[src/pkg/eirq_params.svh]
`ifndef EIRQ_PARAMS_SVH
`define EIRQ_PARAMS_SVH

// Register byte offsets (word aligned, Avalon address = byte offset, no shift)
`define EIRQ_OFS_SENSE      4'h0
`define EIRQ_OFS_ENABLE     4'h4
`define EIRQ_OFS_FLAGS      4'h8
`define EIRQ_OFS_PRIO_B     4'hc

// Reset values
`define EIRQ_RST_SENSE      8'h00
`define EIRQ_RST_ENABLE     8'h00
`define EIRQ_RST_FLAGS      6'h00
`define EIRQ_RST_PRIO_B     8'h00

// Field positions in the priority register
`define EIRQ_BIT_TIMER3     7
`define EIRQ_BIT_TIMER4     6
`define EIRQ_BIT_DMA        5
`define EIRQ_BIT_SERIAL0    3
`define EIRQ_BIT_SERIAL1    2
`define EIRQ_BIT_CONVERTER  1

// Request pins and vector numbers
`define EIRQ_NUM_PINS       6
`define EIRQ_VECTOR_BASE    8'h0c

// Read answer latency in cycles after the request is seen
`define EIRQ_WAIT_CYCLES    1

`endif

[src/pkg/eirq_pkg.sv]
package eirq_pkg;

    // Avalon-MM slave request bundle
    typedef struct packed {
        logic        read;
        logic        write;
        logic [3:0]  address;
        logic [31:0] writedata;
    } eirq_bus_req_s;

    // Priority levels handed to the interrupt arbiter
    typedef struct packed {
        logic timer3;
        logic timer4;
        logic dma;
        logic serial0;
        logic serial1;
        logic converter;
    } eirq_prio_s;

    // Exception acceptance reported by the CPU core
    typedef struct packed {
        logic       valid;
        logic [7:0] vector;
    } eirq_ack_s;

    typedef enum logic [2:0] {
        EIRQ_IDLE   = 3'b001,
        EIRQ_ANSWER = 3'b010,
        EIRQ_DONE   = 3'b100
    } eirq_bus_state_e;

endpackage

[src/hdl/eirq_ctrl.sv]
`timescale 1ns/1ns
`include "eirq_params.svh"
// Summary of operation
// - Priority register B, 8-bit read/write
// - All registers clear on reset/standby
// - Bit 7 sets timer 3 priority
// - Bit 6 sets timer 4 priority
// - Bit 5 sets shared DMA priority
// - Bit 3 sets serial 0 priority
// - Bit 2 sets serial 1 priority
// - Bit 1 sets converter priority
// - Zero means low, one means high
// - Bits 4 and 0 stored, no effect
// - Flag bits 7 and 6 read zero
// - Flags set on low level or edge
// - Software clears only by writing zero after reading one
// - Level mode clears on acceptance when high
// - Edge mode clears on acceptance
// - Enable bits gate each request
// - Enable bits 7, 6 stored, unused
// - Sense bit picks level or edge
// - Sense bits 7, 6 stored, unused
// - Pins sensed always; vectors 12 to 17

module eirq_ctrl
    import eirq_pkg::*;
(
    // Clock and reset
    input  wire logic        mclk_i,
    input  wire logic        reset_i,
    input  wire logic        hw_standby_i,
    // Avalon-MM slave
    input  wire logic [3:0]  avs_address_i,
    input  wire logic        avs_read_i,
    input  wire logic        avs_write_i,
    input  wire logic [31:0] avs_writedata_i,
    output logic [31:0]      avs_readdata_o,
    output logic             avs_waitrequest_o,
    output logic [1:0]       avs_response_o,
    // External request pins, active low
    input  wire logic [5:0]  ext_request_pin_n_i,
    // Exception acceptance from the CPU core
    input  wire logic        exc_accept_i,
    input  wire logic [7:0]  exc_vector_i,
    // Towards the CPU core
    output logic [5:0]       ext_request_o,
    output logic [5:0]       ext_request_vec_ok_o,
    output eirq_prio_s       priority_o
);

    // ******************************************************
    // Pin detection
    // ******************************************************
    logic [5:0] pin_low;
    logic [5:0] pin_fall;
    logic [5:0] pin_high;

    // Pins are sensed whatever their port direction
    genvar gi;
    generate
        for (gi = 0; gi < `EIRQ_NUM_PINS; gi++) begin : g_pin
            eirq_pin_sense u_sense (
                .mclk_i          (mclk_i),
                .reset_i         (reset_i),
                .request_pin_n_i (ext_request_pin_n_i[gi]),
                .level_low_o     (pin_low[gi]),
                .fall_edge_o     (pin_fall[gi]),
                .pin_high_o      (pin_high[gi])
            );
        end
    endgenerate

    // ******************************************************
    // Standby pin synchroniser
    // ******************************************************
    // Standby comes from a pin; two flops guard against metastability.
    // It is a level, so the two-cycle lag only delays the clear.
    logic standby_meta;
    logic standby_sync;
    logic next_standby_meta;
    logic next_standby_sync;

    always_comb begin
        next_standby_meta = hw_standby_i;
        next_standby_sync = standby_meta;
    end

    always_ff @(posedge mclk_i or posedge reset_i) begin
        if (reset_i) begin
            standby_meta <= 1'b0;
            standby_sync <= 1'b0;
        end else begin
            standby_meta <= next_standby_meta;
            standby_sync <= next_standby_sync;
        end
    end

    // ******************************************************
    // Registers
    // ******************************************************
    logic [7:0] ext_request_sense_select;
    logic [7:0] ext_request_enables;
    logic [5:0] pending_flag_n;
    logic [7:0] priority_select_b;
    logic [5:0] read_as_one;
    logic [7:0] next_sense;
    logic [7:0] next_enables;
    logic [5:0] next_flags;
    logic [7:0] next_prio;
    logic [5:0] next_read_as_one;

    // Bus FSM state
    eirq_bus_state_e  state;
    eirq_bus_state_e  next_state;
    eirq_bus_req_s    req;
    logic [31:0]      rdata;
    logic [31:0]      next_rdata;
    logic [1:0]       resp;
    logic [1:0]       next_resp;
    // Waitrequest has its own flop so the port needs no inverter
    logic             wait_req;
    logic             next_wait_req;

    // Vector number for pin n is base plus n
    function automatic logic [5:0] vec_hit(input logic [7:0] vec);
        logic [5:0] hit;
        hit = 6'h00;
        for (int i = 0; i < `EIRQ_NUM_PINS; i++) begin
            hit[i] = (vec == (`EIRQ_VECTOR_BASE + 8'(i)));
        end
        return hit;
    endfunction

    // One-hot register select, shared by the response and the flag paths
    function automatic logic [3:0] reg_sel(input logic [3:0] a);
        logic [3:0] s;
        s    = 4'h0;
        s[0] = (a == `EIRQ_OFS_SENSE);
        s[1] = (a == `EIRQ_OFS_ENABLE);
        s[2] = (a == `EIRQ_OFS_FLAGS);
        s[3] = (a == `EIRQ_OFS_PRIO_B);
        return s;
    endfunction

    always_comb begin
        req.read      = avs_read_i;
        req.write     = avs_write_i;
        req.address   = avs_address_i;
        req.writedata = avs_writedata_i;
    end

    logic       wr_take;
    logic       rd_take;
    logic [3:0] sel;
    logic [5:0] ack_hit;
    logic [5:0] set_cond;
    logic [5:0] clr_cond;

    always_comb begin
        ack_hit = exc_accept_i ? vec_hit(exc_vector_i) : 6'h00;
        wr_take = (state == EIRQ_ANSWER) && req.write;
        rd_take = (state == EIRQ_ANSWER) && req.read;
        sel     = reg_sel(req.address);
    end

    // ******************************************************
    // Per-pin set and acceptance-clear conditions
    // ******************************************************
    logic [5:0] ack_clr;

    generate
        for (gi = 0; gi < `EIRQ_NUM_PINS; gi++) begin : g_cond
            // Edge mode sets on the falling edge, level mode on a low pin
            assign set_cond[gi] = ext_request_sense_select[gi] ?
                                  pin_fall[gi] : pin_low[gi];
            // A level flag may only drop once its pin is back high
            assign ack_clr[gi] = ext_request_sense_select[gi] ?
                                 ack_hit[gi] :
                                 ack_hit[gi] & pin_high[gi];
        end
    endgenerate

    // ******************************************************
    // Register next values
    // ******************************************************
    always_comb begin
        next_sense       = ext_request_sense_select;
        next_enables     = ext_request_enables;
        next_prio        = priority_select_b;
        next_read_as_one = read_as_one;
        clr_cond         = ack_clr;
        if (wr_take) begin
            case (req.address)
                `EIRQ_OFS_SENSE:  next_sense   = req.writedata[7:0];
                `EIRQ_OFS_ENABLE: next_enables = req.writedata[7:0];
                `EIRQ_OFS_PRIO_B: next_prio    = req.writedata[7:0];
                default: ;
            endcase
        end
        // Only a zero written over a flag read as one clears it; ones ignored
        if (wr_take && sel[2]) begin
            clr_cond = clr_cond |
                       (read_as_one & ~req.writedata[5:0]);
            next_read_as_one = read_as_one & req.writedata[5:0];
        end
        // Arm exactly the bits that software was shown as set
        if (rd_take && sel[2]) begin
            next_read_as_one = rdata[5:0];
        end
        // A new event in the clearing cycle wins over the clear
        next_flags = (pending_flag_n & ~clr_cond) | set_cond;
        next_read_as_one = next_read_as_one & next_flags;
    end

    // reset and hardware standby both return registers to zero
    always_ff @(posedge mclk_i or posedge reset_i) begin
        if (reset_i) begin
            ext_request_sense_select <= `EIRQ_RST_SENSE;
            ext_request_enables      <= `EIRQ_RST_ENABLE;
            pending_flag_n           <= `EIRQ_RST_FLAGS;
            priority_select_b        <= `EIRQ_RST_PRIO_B;
            read_as_one              <= 6'h00;
        end else if (standby_sync) begin
            ext_request_sense_select <= `EIRQ_RST_SENSE;
            ext_request_enables      <= `EIRQ_RST_ENABLE;
            pending_flag_n           <= `EIRQ_RST_FLAGS;
            priority_select_b        <= `EIRQ_RST_PRIO_B;
            read_as_one              <= 6'h00;
        end else begin
            ext_request_sense_select <= next_sense;
            ext_request_enables      <= next_enables;
            pending_flag_n           <= next_flags;
            priority_select_b        <= next_prio;
            read_as_one              <= next_read_as_one;
        end
    end

    // ******************************************************
    // Avalon-MM slave
    // ******************************************************
    // Three-state handshake keeps waitrequest registered; one wait cycle
    always_comb begin
        next_state  = state;
        next_rdata  = rdata;
        next_resp   = resp;
        next_wait_req = 1'b1;
        case (state)
            EIRQ_IDLE: begin
                if (req.read || req.write) begin
                    next_state = EIRQ_ANSWER;
                    next_wait_req = 1'b0;
                    next_resp = (|sel) ? 2'h0 : 2'h2;
                    next_rdata = 32'h0000_0000;
                    case (req.address)
                        `EIRQ_OFS_SENSE:
                            next_rdata[7:0] = ext_request_sense_select;
                        `EIRQ_OFS_ENABLE:
                            next_rdata[7:0] = ext_request_enables;
                        `EIRQ_OFS_FLAGS:
                            next_rdata[7:0] = {2'h0, next_flags};
                        `EIRQ_OFS_PRIO_B:
                            next_rdata[7:0] = priority_select_b;
                        default: next_rdata = 32'h0000_0000;
                    endcase
                end
            end
            EIRQ_ANSWER: begin
                next_state = EIRQ_DONE;
            end
            EIRQ_DONE: begin
                // Busy one cycle so the master's release is seen first
                next_state = EIRQ_IDLE;
            end
            default: begin
                next_state = EIRQ_IDLE;
            end
        endcase
    end

    always_ff @(posedge mclk_i or posedge reset_i) begin
        if (reset_i) begin
            state    <= EIRQ_IDLE;
            rdata    <= 32'h0000_0000;
            resp     <= 2'h0;
            wait_req <= 1'b1;
        end else begin
            state    <= next_state;
            rdata    <= next_rdata;
            resp     <= next_resp;
            wait_req <= next_wait_req;
        end
    end

    // ******************************************************
    // Outputs towards the core
    // ******************************************************
    // Registered copies keep every core-facing output glitch free
    logic [5:0]  next_request;
    logic [5:0]  req_q;
    eirq_prio_s  next_priority;
    eirq_prio_s  prio_q;

    always_comb begin
        next_request = pending_flag_n & ext_request_enables[5:0];
        next_priority.timer3    = priority_select_b[`EIRQ_BIT_TIMER3];
        next_priority.timer4    = priority_select_b[`EIRQ_BIT_TIMER4];
        next_priority.dma       = priority_select_b[`EIRQ_BIT_DMA];
        next_priority.serial0   = priority_select_b[`EIRQ_BIT_SERIAL0];
        next_priority.serial1   = priority_select_b[`EIRQ_BIT_SERIAL1];
        next_priority.converter =
            priority_select_b[`EIRQ_BIT_CONVERTER];
    end

    always_ff @(posedge mclk_i or posedge reset_i) begin
        if (reset_i) begin
            req_q  <= 6'h00;
            prio_q <= '0;
        end else begin
            req_q  <= next_request;
            prio_q <= next_priority;
        end
    end

    assign ext_request_o        = req_q;
    assign ext_request_vec_ok_o = req_q;
    assign priority_o           = prio_q;
    assign avs_readdata_o       = rdata;
    assign avs_response_o       = resp;
    assign avs_waitrequest_o    = wait_req;

endmodule // eirq_ctrl

[src/hdl/eirq_pin_sense.sv]
`timescale 1ns/1ns
`include "eirq_params.svh"

module eirq_pin_sense
    import eirq_pkg::*;
(
    // Clock and reset
    input  wire logic       mclk_i,
    input  wire logic       reset_i,
    // Raw active-low pin
    input  wire logic       request_pin_n_i,
    // Detection results
    output logic            level_low_o,
    output logic            fall_edge_o,
    output logic            pin_high_o
);

    logic meta_n;
    logic sync_n;
    logic prev_n;
    logic next_meta_n;
    logic next_sync_n;
    logic next_prev_n;

    always_comb begin
        next_meta_n = request_pin_n_i;
        next_sync_n = meta_n;
        next_prev_n = sync_n;
    end

    // Idle pin level is high, so the chain resets high
    always_ff @(posedge mclk_i or posedge reset_i) begin
        if (reset_i) begin
            meta_n <= 1'b1;
            sync_n <= 1'b1;
            prev_n <= 1'b1;
        end else begin
            meta_n <= next_meta_n;
            sync_n <= next_sync_n;
            prev_n <= next_prev_n;
        end
    end

    assign level_low_o = ~sync_n;
    assign fall_edge_o = prev_n & ~sync_n;
    assign pin_high_o  = sync_n;

endmodule // eirq_pin_sense

[config.mk]
export PLATFORM = sky130hd
export DESIGN_NAME = eirq_ctrl
export DESIGN_NICKNAME = d
export VERILOG_FILES = /design/src/pkg/eirq_pkg.sv /design/src/hdl/eirq_ctrl.sv /design/src/hdl/eirq_pin_sense.sv
export VERILOG_INCLUDE_DIRS = /design/src /design/src/pkg
export SDC_FILE = /design/constraint.sdc
export NUM_CORES = 1
export LEC_CHECK = 0
export BUFFER_PORTS_ARGS = -buffer_cell sky130_fd_sc_hd__buf_4
export CORE_UTILIZATION = 51
export DETAILED_ROUTE_END_ITERATION = 7
export PLACE_DENSITY = 0.85
export SYNTH_ARGS = -nofsm -noshare
export SYNTH_HDL_FRONTEND = slang
export SYNTH_SLANG_ARGS = --single-unit
[constraint.sdc]
create_clock -name mclk_i -period 3.5 [get_ports mclk_i]
set_clock_uncertainty 0.2 [all_clocks]
set_input_delay 0.7 -clock mclk_i [delete_from_list [all_inputs] [get_ports mclk_i]]
set_output_delay 0.7 -clock mclk_i [all_outputs]
set_load 0.02 [all_outputs]
==> impl_metrics.toml, run 1 <==
[die]
io_pins = 109
die_w_microns = 86.0
coreArea_sq_mm = 0.00679
num_rows = 30
initial_core_util_pct = 52.9
dieArea_sq_mm = 0.00739
die_height_microns = 86.0

[clock_network]
cts-root-buf = "clkbuf_8"
cts-htree-levels = 3
postCtsSetupBuffers = 0
ctsResizeCount = 0
cts_sinks = 81
clkTransAtPathRegs_ps = 80
postCtsHoldBufs = 0
numCtsBuffers = 9
cts_buffer_depth = 2
cts_tree = "built"
clk_latency_ps = 360

[grt]
antenna_found_initial = 0
grt-ovfl-total = 0
track_usage_pct = 21.3
grt_use_met1_pct = 27.6
grt_busiest_layer = "met2"
grt_max_degree = 47
grt_pass1_vias = 2321
grt_pass1_wl_microns = 11500
grt_util_met3_pct = 4.62
grt_util_met2_pct = 33.7

[synth]
synth_area_sq_mm = 0.00360
yosys.area_share.simple_pct = 13.7
synth_area_leader_cell = "dfrtp_1"
async_reset_ff_share_pct = 100
synth_top_family_by_area = "simple AND/OR/NAND/NOR gates"
avgSynthCellArea_sq_um = 11.9
ys_ff_latch = 81
synth_xor_area_share_pct = 0
synth_edf_count = 0
synthFlopType = "dfrtp_1"
synth.distinct_cells = 40
synth-compound-area-share_pct = 10.7
ys_warn_count = 0
synth_top_area_share_pct = 42.4
synth.most_common_cell = "dfrtp_1"
synth_common_cells = "61 x dfrtp_1, 32 x buf_4, 30 x nor2_1"
synth_mux_area_share_pct = 9.18
yosysSeqAreaShare_pct = 57.0
synth_cells = 303
synth_area_leaders = "dfrtp_1 42%, dfstp_2 15%, mux2i_1 6.7%"
synth-adder-area-share_pct = 0

[timing]
slew_viol_final = 0
tightest_slew_ps = 1310
rsz0062_at_grt = "no"
fin_crit_ps = 2300
period_share_pct = 65.7
finalHoldViolCount = 0
setup_tns_ps = 0
slew_headroom_pct = 12.7
setup_viol = 0
fmax_mhz = 435
hold_slack_ps = 157

[cells_and_area]
fillers = 538
antenna_cells = 0
area_growth_pct = 16.9
drive_gt1_share_pct = 34.4
fin_nets = 414
final_area_sq_mm = 0.00421

[setup_path]
path_common_cell = "nor2_1"
max_stage_delay_ps = 710
crit_type = "in -> reg"
critPathSlowestCell = "nand4b_1"
critPathLaunchType = "primary input"
critPathCaptureType = "register"
cp.arrival_ps = 2290
worstPathCellList = "buf_4 -> nor2_1 -> nand4b_1 -> mux2i_1 -> nor2_1"
worst_ep_required_time_ps = 3490
worstPathMaxFanout = 8
reg2reg_depth = 4

[route]
vias = 2431
initialDrtViolationCount = 199
wl_per_cell_microns = 16.1
viasPerCell = 5.30
drc = 0
wl_microns = 7390
drt_first_pass_iters = 4
drtAntennaViolNets = 0

[place]
port_buffers = 59
dpl_cell_area_sq_mm = 0.00399
hpwl_microns = 5000
place_congestion = 0.804

[outcome]
status = "finished, final reports clean"

[power]
cellLeakagePower_nw = 2.18
power_density_mw_per_mm2 = 486
peakVddDrop_v = 0.000249

[worst_hold_path]
whs_path_depth = 0
hold_class = "reg -> reg"

[run]
drv_cap = 0
layout make-up:
type	count	area [sq um]	area share, %
clock buffer	14	183	4.34
clock inverter	2	35.0	0.833
inverter	15	57.6	1.37
multi-input combinational	190	1300	30.9
sequential	81	2050	48.8
tap	96	120	2.86
timing repair buffer	61	458	10.9
report_power, final:
group,internal [mW],switching (mW)
sequential,1.00,0.0423
clock,0.407,0.318
combinational,0.0974,0.176
total,1.51,0.536
routing by layer:
layer	routed length [microns]	part of all wire [%]
met4	169	2.3
met5	0	0
met2	3750	51
met3	377	5.1
met1	3090	42
worst max-delay path: cells and delay by family:
family / cells / cell delay [ps]
mux: 1 / 400
simple gates: 3 / 1070
buf+inv: 1 / 120
path summary, 6_finish.rpt:
check                                             start                          end  slack [ps]
max in group asynchronous                       reset_i      g_pin[1].u_sense.prev_n        2060
min in group asynchronous                       reset_i             ext_request_o[0]         250
worst min register to register  g_pin[2].u_sense.meta_n  g_pin[2].u_sense.pin_high_o         160
worst max-delay path                   avs_address_i[1]       ext_request_enables[5]        1200
worst max register to register                 state[2]       ext_request_enables[5]        1280
worst min-delay path            g_pin[2].u_sense.meta_n  g_pin[2].u_sense.pin_high_o         160
layout by cell type, fill, tap and decap left out, types with 8 or more instances in the layout:
| master | n |
|---|---|
| o21ai_0 | 13 |
| clkbuf_8 | 13 |
| dfstp_2 | 20 |
| mux2i_1 | 24 |
| nand2_1 | 11 |
| conb_1 | 25 |
| buf_4 | 61 |
| nor2_1 | 30 |
| and2_1 | 8 |
| a22oi_1 | 8 |
| inv_1 | 13 |
| dfrtp_1 | 61 |
| a21oi_1 | 16 |
| mux2_2 | 8 |
cell families (layout without fill, tap and decap cells):
group	Yosys count	count (layout)
compound gates	53	53
buf+inv	56	92
mux	32	32
other cells	1	25
flops	81	81
simple gates	80	80
flip-flops by register name (all words and copies together) (netlist names), 3 cells and up:
name                      flops
priority_o                    6
g_pin.u_sense.meta_n          6
g_pin.u_sense.prev_n          6
priority_select_b             8
g_pin.u_sense.pin_high_o      6
avs_readdata_o                8
ext_request_sense_select      8
state                         3
read_as_one                   6
ext_request_o                 6
pending_flag_n                6
ext_request_enables           8
through the flow:
stage	instances	total power, mW	setup WS [ps]	util [%]
CTS	459	2.06	1210	61.9
global route	459	2.12	1130	61.9
global placement	443	1.33	981	58.7
floorplan	327	1.24	553	-
finish	459	2.05	1200	61.9
detailed placement	443	1.34	908	58.7
(Power assumes the default switching activity.)
==> inputs of run 2 (changes only) <==
==> constraint.sdc (replaced) <==
create_clock -name mclk_i -period 2.4 [get_ports mclk_i]
set_clock_uncertainty 0.2 [all_clocks]
set_input_delay 0.48 -clock mclk_i [delete_from_list [all_inputs] [get_ports mclk_i]]
set_output_delay 0.48 -clock mclk_i [all_outputs]
set_load 0.02 [all_outputs]
==> run 2 against run 1 <==
- cell area increased by 1.1%
- sequential power increased by 45%
- via count increased by 1.7%
- cell count increased by 2.4%
- register-to-register slack got worse by 760 ps
- critical path depth decreased by 1
- wire length increased by 0.64%
- count of clock-buffer cells in the layout decreased by 4
- largest power group unchanged
==> impl_metrics.toml, run 2 (synthesis gave the netlist of run 1 again) <==
[outcome]
status = "finished, final reports clean"

[die]
die_w_microns = 86.0
coreArea_sq_mm = 0.00679
die_height_microns = 86.0
dieArea_sq_mm = 0.00739
io_pins = 109
initial_core_util_pct = 52.9
num_rows = 30

[cells_and_area]
antenna_cells = 0
final_area_sq_mm = 0.00425
drive_gt1_share_pct = 36.1
fin_nets = 425
fillers = 546
final_cell_count_no_fill = 470
area_growth_pct = 18.2
final_cell_mix = "70 x buf_4, 61 x dfrtp_1, 30 x nor2_1"
mostFrequentLayoutCell = "buf_4"

[timing]
slew_viol_final = 0
rsz0062_at_grt = "no"
fin_crit_ps = 1880
setup_viol = 0
finalHoldViolCount = 0
slew_headroom_pct = 61.1
hold_slack_ps = 31.9
fmax_mhz = 532
tightest_slew_ps = 584
period_share_pct = 78.3
setup_tns_ps = 0

[setup_path]
cp.arrival_ps = 1890
crit_buf_inv = 0
reg2reg_slack_ps = 520
critPathCaptureType = "register"
worstPathCellList = "and4bb_1 -> nand4_2 -> mux2i_1 -> nor2_1"
critPathSlowestCell = "nand4_2"
critPathLaunchType = "register"
worst_path_dominant_cell_family = "simple AND/OR/NAND/NOR gates"
max_stage_delay_ps = 420
worstPathMaxFanout = 8
worst_ep_required_time_ps = 2410
crit_type = "reg -> reg"

[place]
port_buffers = 59
place_congestion = 0.827
hpwl_microns = 5370
placed_cells = 453
dpl_cell_area_sq_mm = 0.00408

[route]
wl_microns = 7430
drtAntennaViolNets = 0
drt_first_pass_iters = 4
wl_per_cell_microns = 15.8
vias = 2473
initialDrtViolationCount = 188
drc = 0
viasPerCell = 5.26

[clock_network]
clk_latency_ps = 350
numCtsBuffers = 9
cts-htree-levels = 3
cts_tree = "built"
cts_sinks = 81
clkTransAtPathRegs_ps = 80
cts-root-buf = "clkbuf_8"
cts_buffer_depth = 2
ctsResizeCount = 0

[worst_hold_path]
hold_class = "in -> reg"

[grt]
track_usage_pct = 21.7
antenna_found_initial = 0
grt-ovfl-total = 0
grt_pass1_vias = 2440
grt_max_degree = 28
grt_pass1_wl_microns = 11900

[power]
power_density_mw_per_mm2 = 655
power.total_mw = 2.78
cellLeakagePower_nw = 2.20
peakVddDrop_v = 0.000418

[run]
drv_cap = 0
-- run 2: path summary, 6_finish.rpt --
check	cells past startpoint	to	start
max in group asynchronous	4	g_pin[2].u_sense.pin_high_o	reset_i
min reg2reg	0	g_pin[3].u_sense.pin_high_o	g_pin[3].u_sense.meta_n
max reg2reg	4	priority_select_b[5]	state[2]
max	4	priority_select_b[5]	state[2]
min in group asynchronous	3	ext_request_o[0]	reset_i
min	1	g_pin[5].u_sense.meta_n	ext_request_pin_n_i[5]
-- run 2: cell type report --
class / instances / area, sq um / share of cell area [%]
Clock buffer: 10 / 128 / 3.00
Inverter: 15 / 60.1 / 1.41
Tap cell: 96 / 120 / 2.83
Clock inverter: 6 / 35.0 / 0.824
Timing Repair Buffer: 72 / 556 / 13.1
Sequential cell: 81 / 2050 / 48.3
Multi-Input combinational cell: 190 / 1300 / 30.6
-- run 2: worst register-to-register path: cells and delay by family, from the launching register on --
family	cells	cell delay [ps]
multiplexers	1	320
AND/OR/NAND/NOR	3	830
flip-flops	1	400
-- run 2: per-layer routing --
metal / up-vias / part of all wire (%) / track usage (%)
li1: 1133 / - / -
met1: 1229 / 41 / 27.9
met2: 98 / 50 / 35.1
met3: 13 / 6.6 / 5.29
met4: 0 / 2.0 / 9.24
met5: - / 0 / 0
-- run 2: timing repair --
action | in CTS | in global routing
hold buffers | 1 | 0
buffers inserted | 0 | 0
endpoints found under the hold margin | 11 | 0
-- run 2: where the power goes --
part	total [mW]	internal, mW	switching (mW)
clock	0.839	0.368	0.471
sequential	1.52	1.47	0.0591
combinational	0.419	0.152	0.266
total	2.78	1.99	0.797
-- run 2: per-stage QoR --
step | util, % | setup WS [ps]
finish | 62.6 | 520
global route | 62.6 | 395
CTS | 62.6 | 524
detailed placement | 60.0 | 270
global placement | 60.0 | 290
floorplan | - | 605
==> inputs of run 3 (changes only) <==
--- a/config.mk
+++ b/config.mk
@@ -6,6 +6,7 @@
 export SDC_FILE = /design/constraint.sdc
 export NUM_CORES = 1
 export LEC_CHECK = 0
+export ABC_AREA = 1
 export BUFFER_PORTS_ARGS = -buffer_cell sky130_fd_sc_hd__buf_4
 export CORE_UTILIZATION = 51
 export DETAILED_ROUTE_END_ITERATION = 7
==> constraint.sdc (replaced) <==
create_clock -name mclk_i -period 1.75 [get_ports mclk_i]
set_clock_uncertainty 0.2 [all_clocks]
set_input_delay 0.35 -clock mclk_i [delete_from_list [all_inputs] [get_ports mclk_i]]
set_output_delay 0.35 -clock mclk_i [all_outputs]
set_load 0.02 [all_outputs]
==> run 3 against run 2 <==
- die area decreased by 0.65%
- fmax increased by 8.6%
- synthesized cell count increased by 32%
==> impl_metrics.toml, run 3 <==
[synth]
ys_warn_count = 0
synth.distinct_cells = 27
synth_common_cells = "108 x nand2_1, 61 x dfrtp_1, 50 x inv_1"
yosysSeqAreaShare_pct = 57.4
synth_area_sq_mm = 0.00357
synth_top_area_share_pct = 42.7
ys_ff_latch = 81
synthFlopType = "dfrtp_1"
synth_area_leader_cell = "dfrtp_1"
synth_cells = 399
synth.most_common_cell = "nand2_1"
avgSynthCellArea_sq_um = 8.96
async_reset_ff_share_pct = 100
synth_edf_count = 0
synth_area_leaders = "dfrtp_1 43%, dfstp_2 15%, nand2_1 11%"

[power]
cellLeakagePower_nw = 2.35
power_density_mw_per_mm2 = 1030
power.total_mw = 4.52
peakVddDrop_v = 0.000630

[setup_path]
critPathLaunchType = "register"
critPathCaptureType = "register"
worstPathMaxFanout = 16
worst_ep_required_time_ps = 1820
crit_type = "reg -> reg"
cp.arrival_ps = 1800

[route]
viasPerCell = 4.82
drtAntennaViolNets = 0
vias = 2792
wl_per_cell_microns = 13.0
wl_microns = 7550
initialDrtViolationCount = 272
drt_first_pass_iters = 5
drc = 0

[cells_and_area]
area_growth_pct = 22.9
finish.utilization_pct = 64.6
multi_input_area_sq_mm = 0.00114
final_cell_mix = "108 x nand2_1, 70 x buf_4, 61 x dfrtp_1"
final_cell_count_no_fill = 579
fillers = 534
final-seq-area_sq_mm = 0.00205
antenna_cells = 0
drive_gt1_share_pct = 25.5
mostFrequentLayoutCell = "nand2_1"
fin_nets = 534

[clock_network]
cts-root-buf = "clkbuf_8"
cts-htree-levels = 3
cts_sinks = 81
clk_latency_ps = 360
clkTransAtPathRegs_ps = 80
cts_buffer_depth = 2
numCtsBuffers = 9
cts_tree = "built"

[outcome]
status = "finished, final reports clean"

[place]
hpwl_microns = 4900
port_buffers = 59
placed_cells = 546
place_congestion = 0.861

[grt]
grt_pass1_vias = 2571
grt-ovfl-total = 0
grt_max_degree = 82
grt_pass1_wl_microns = 12100
antenna_found_initial = 0
track_usage_pct = 22.0

[run]
drv_cap = 0

[die]
die_height_microns = 85.7
die_w_microns = 85.7
io_pins = 109
coreArea_sq_mm = 0.00679
dieArea_sq_mm = 0.00735
num_rows = 30
initial_core_util_pct = 52.6

[worst_hold_path]
hold_class = "in -> reg"

[timing]
rsz0062_at_grt = "yes"
setup_viol = 0
setup_tns_ps = 0
fin_crit_ps = 1730
period_share_pct = 99.0
slew_viol_final = 0
finalHoldViolCount = 0
fmax_mhz = 577
-- run 3: cell count changes in the layout (fill, tap and decap cells not counted), moves of 7 or more --
cell / delta
nand2_1: +97
inv_1: +36
mux2i_1: -24
o21ai_0: +23
a21oi_1: -10
a22oi_1: -8
and2_1: -8
mux2_2: -8
o21ai_1: +8
dlygate4sd3_1: +7
nand3_1: +7
-- run 3: where the power goes --
part	internal, mW	switching [mW]
Combinational	0.340	0.602
Sequential	2.10	0.117
Clock	0.702	0.661
-- run 3: through the flow --
stage | hold slack (ps) | instance area, sq um | setup WS, ps
final | 107 | 4390 | 18.2
after global routing | 108 | 4390 | -31.8
after floorplan | 131 | 3670 | 241
after global placement | 135 | 4010 | -50.5
after detailed placement | 137 | 4010 | -87.2
after CTS | 106 | 4310 | -2.14
-- run 3: path summary, 6_finish.rpt --
path	slack (ps)	cells after the start	end	start
hold / removal	110	3	priority_select_b[6]	avs_writedata_i[6]
setup / recovery	20	6	ext_request_enables[7]	state[0]
hold reg to reg	150	0	standby_sync	next_standby_sync
min in group asynchronous	460	4	priority_o[4]	reset_i
setup reg to reg	20	6	ext_request_enables[7]	state[0]
max in group asynchronous	540	4	g_pin[0].u_sense.prev_n	reset_i
-- run 3: cell type report --
class                           count  area share [%]
Multi-Input combinational cell    249            26.0
Timing Repair Buffer               81            15.2
Clock inverter                      4            1.20
Inverter                           56            4.90
Sequential cell                    81            46.7
Clock buffer                       12            3.31
Tap cell                           96            2.74
-- run 3: kinds of logic (layout without fill, tap and decap cells) --
logic type | count (synthesis) | in the layout | share of synthesized area (%)
AO/OA/AOI/OAI | 56 | 56 | 8.79
buffers and inverters | 94 | 153 | 14.1
flip-flops | 81 | 81 | 57.4
other | 1 | 25 | 0.105
AND/OR/NAND/NOR | 167 | 168 | 19.6
-- run 3: repair_timing --
| action | 4_1_cts | 5_1_grt |
|---|---|---|
| hold buffers | 8 | 0 |
| pin swaps | 1 | 5 |
| gates cloned | 0 | 1 |
| gates resized for setup | 2 | 1 |
| setup buffers | 2 | 6 |
| endpoints found under the setup margin | 9 | 23 |
| endpoints found under the hold margin | 68 | 0 |
-- run 3: critical path, stage by stage, from the launching register on --
cell     delay [ps]
dfstp_2         520
inv_1            60
nand3_4         140
nor2_4           90
a21oi_4         410
nand2_1         110
o21ai_0         110
-- run 3: metal layers --
metal	vias up	part of all wire (%)	global-route usage (%)
li1	1330	-	-
met1	1316	43	29.7
met5	-	0	0
met3	17	7.1	5.49
met2	129	48	34.6
met4	0	1.7	8.33
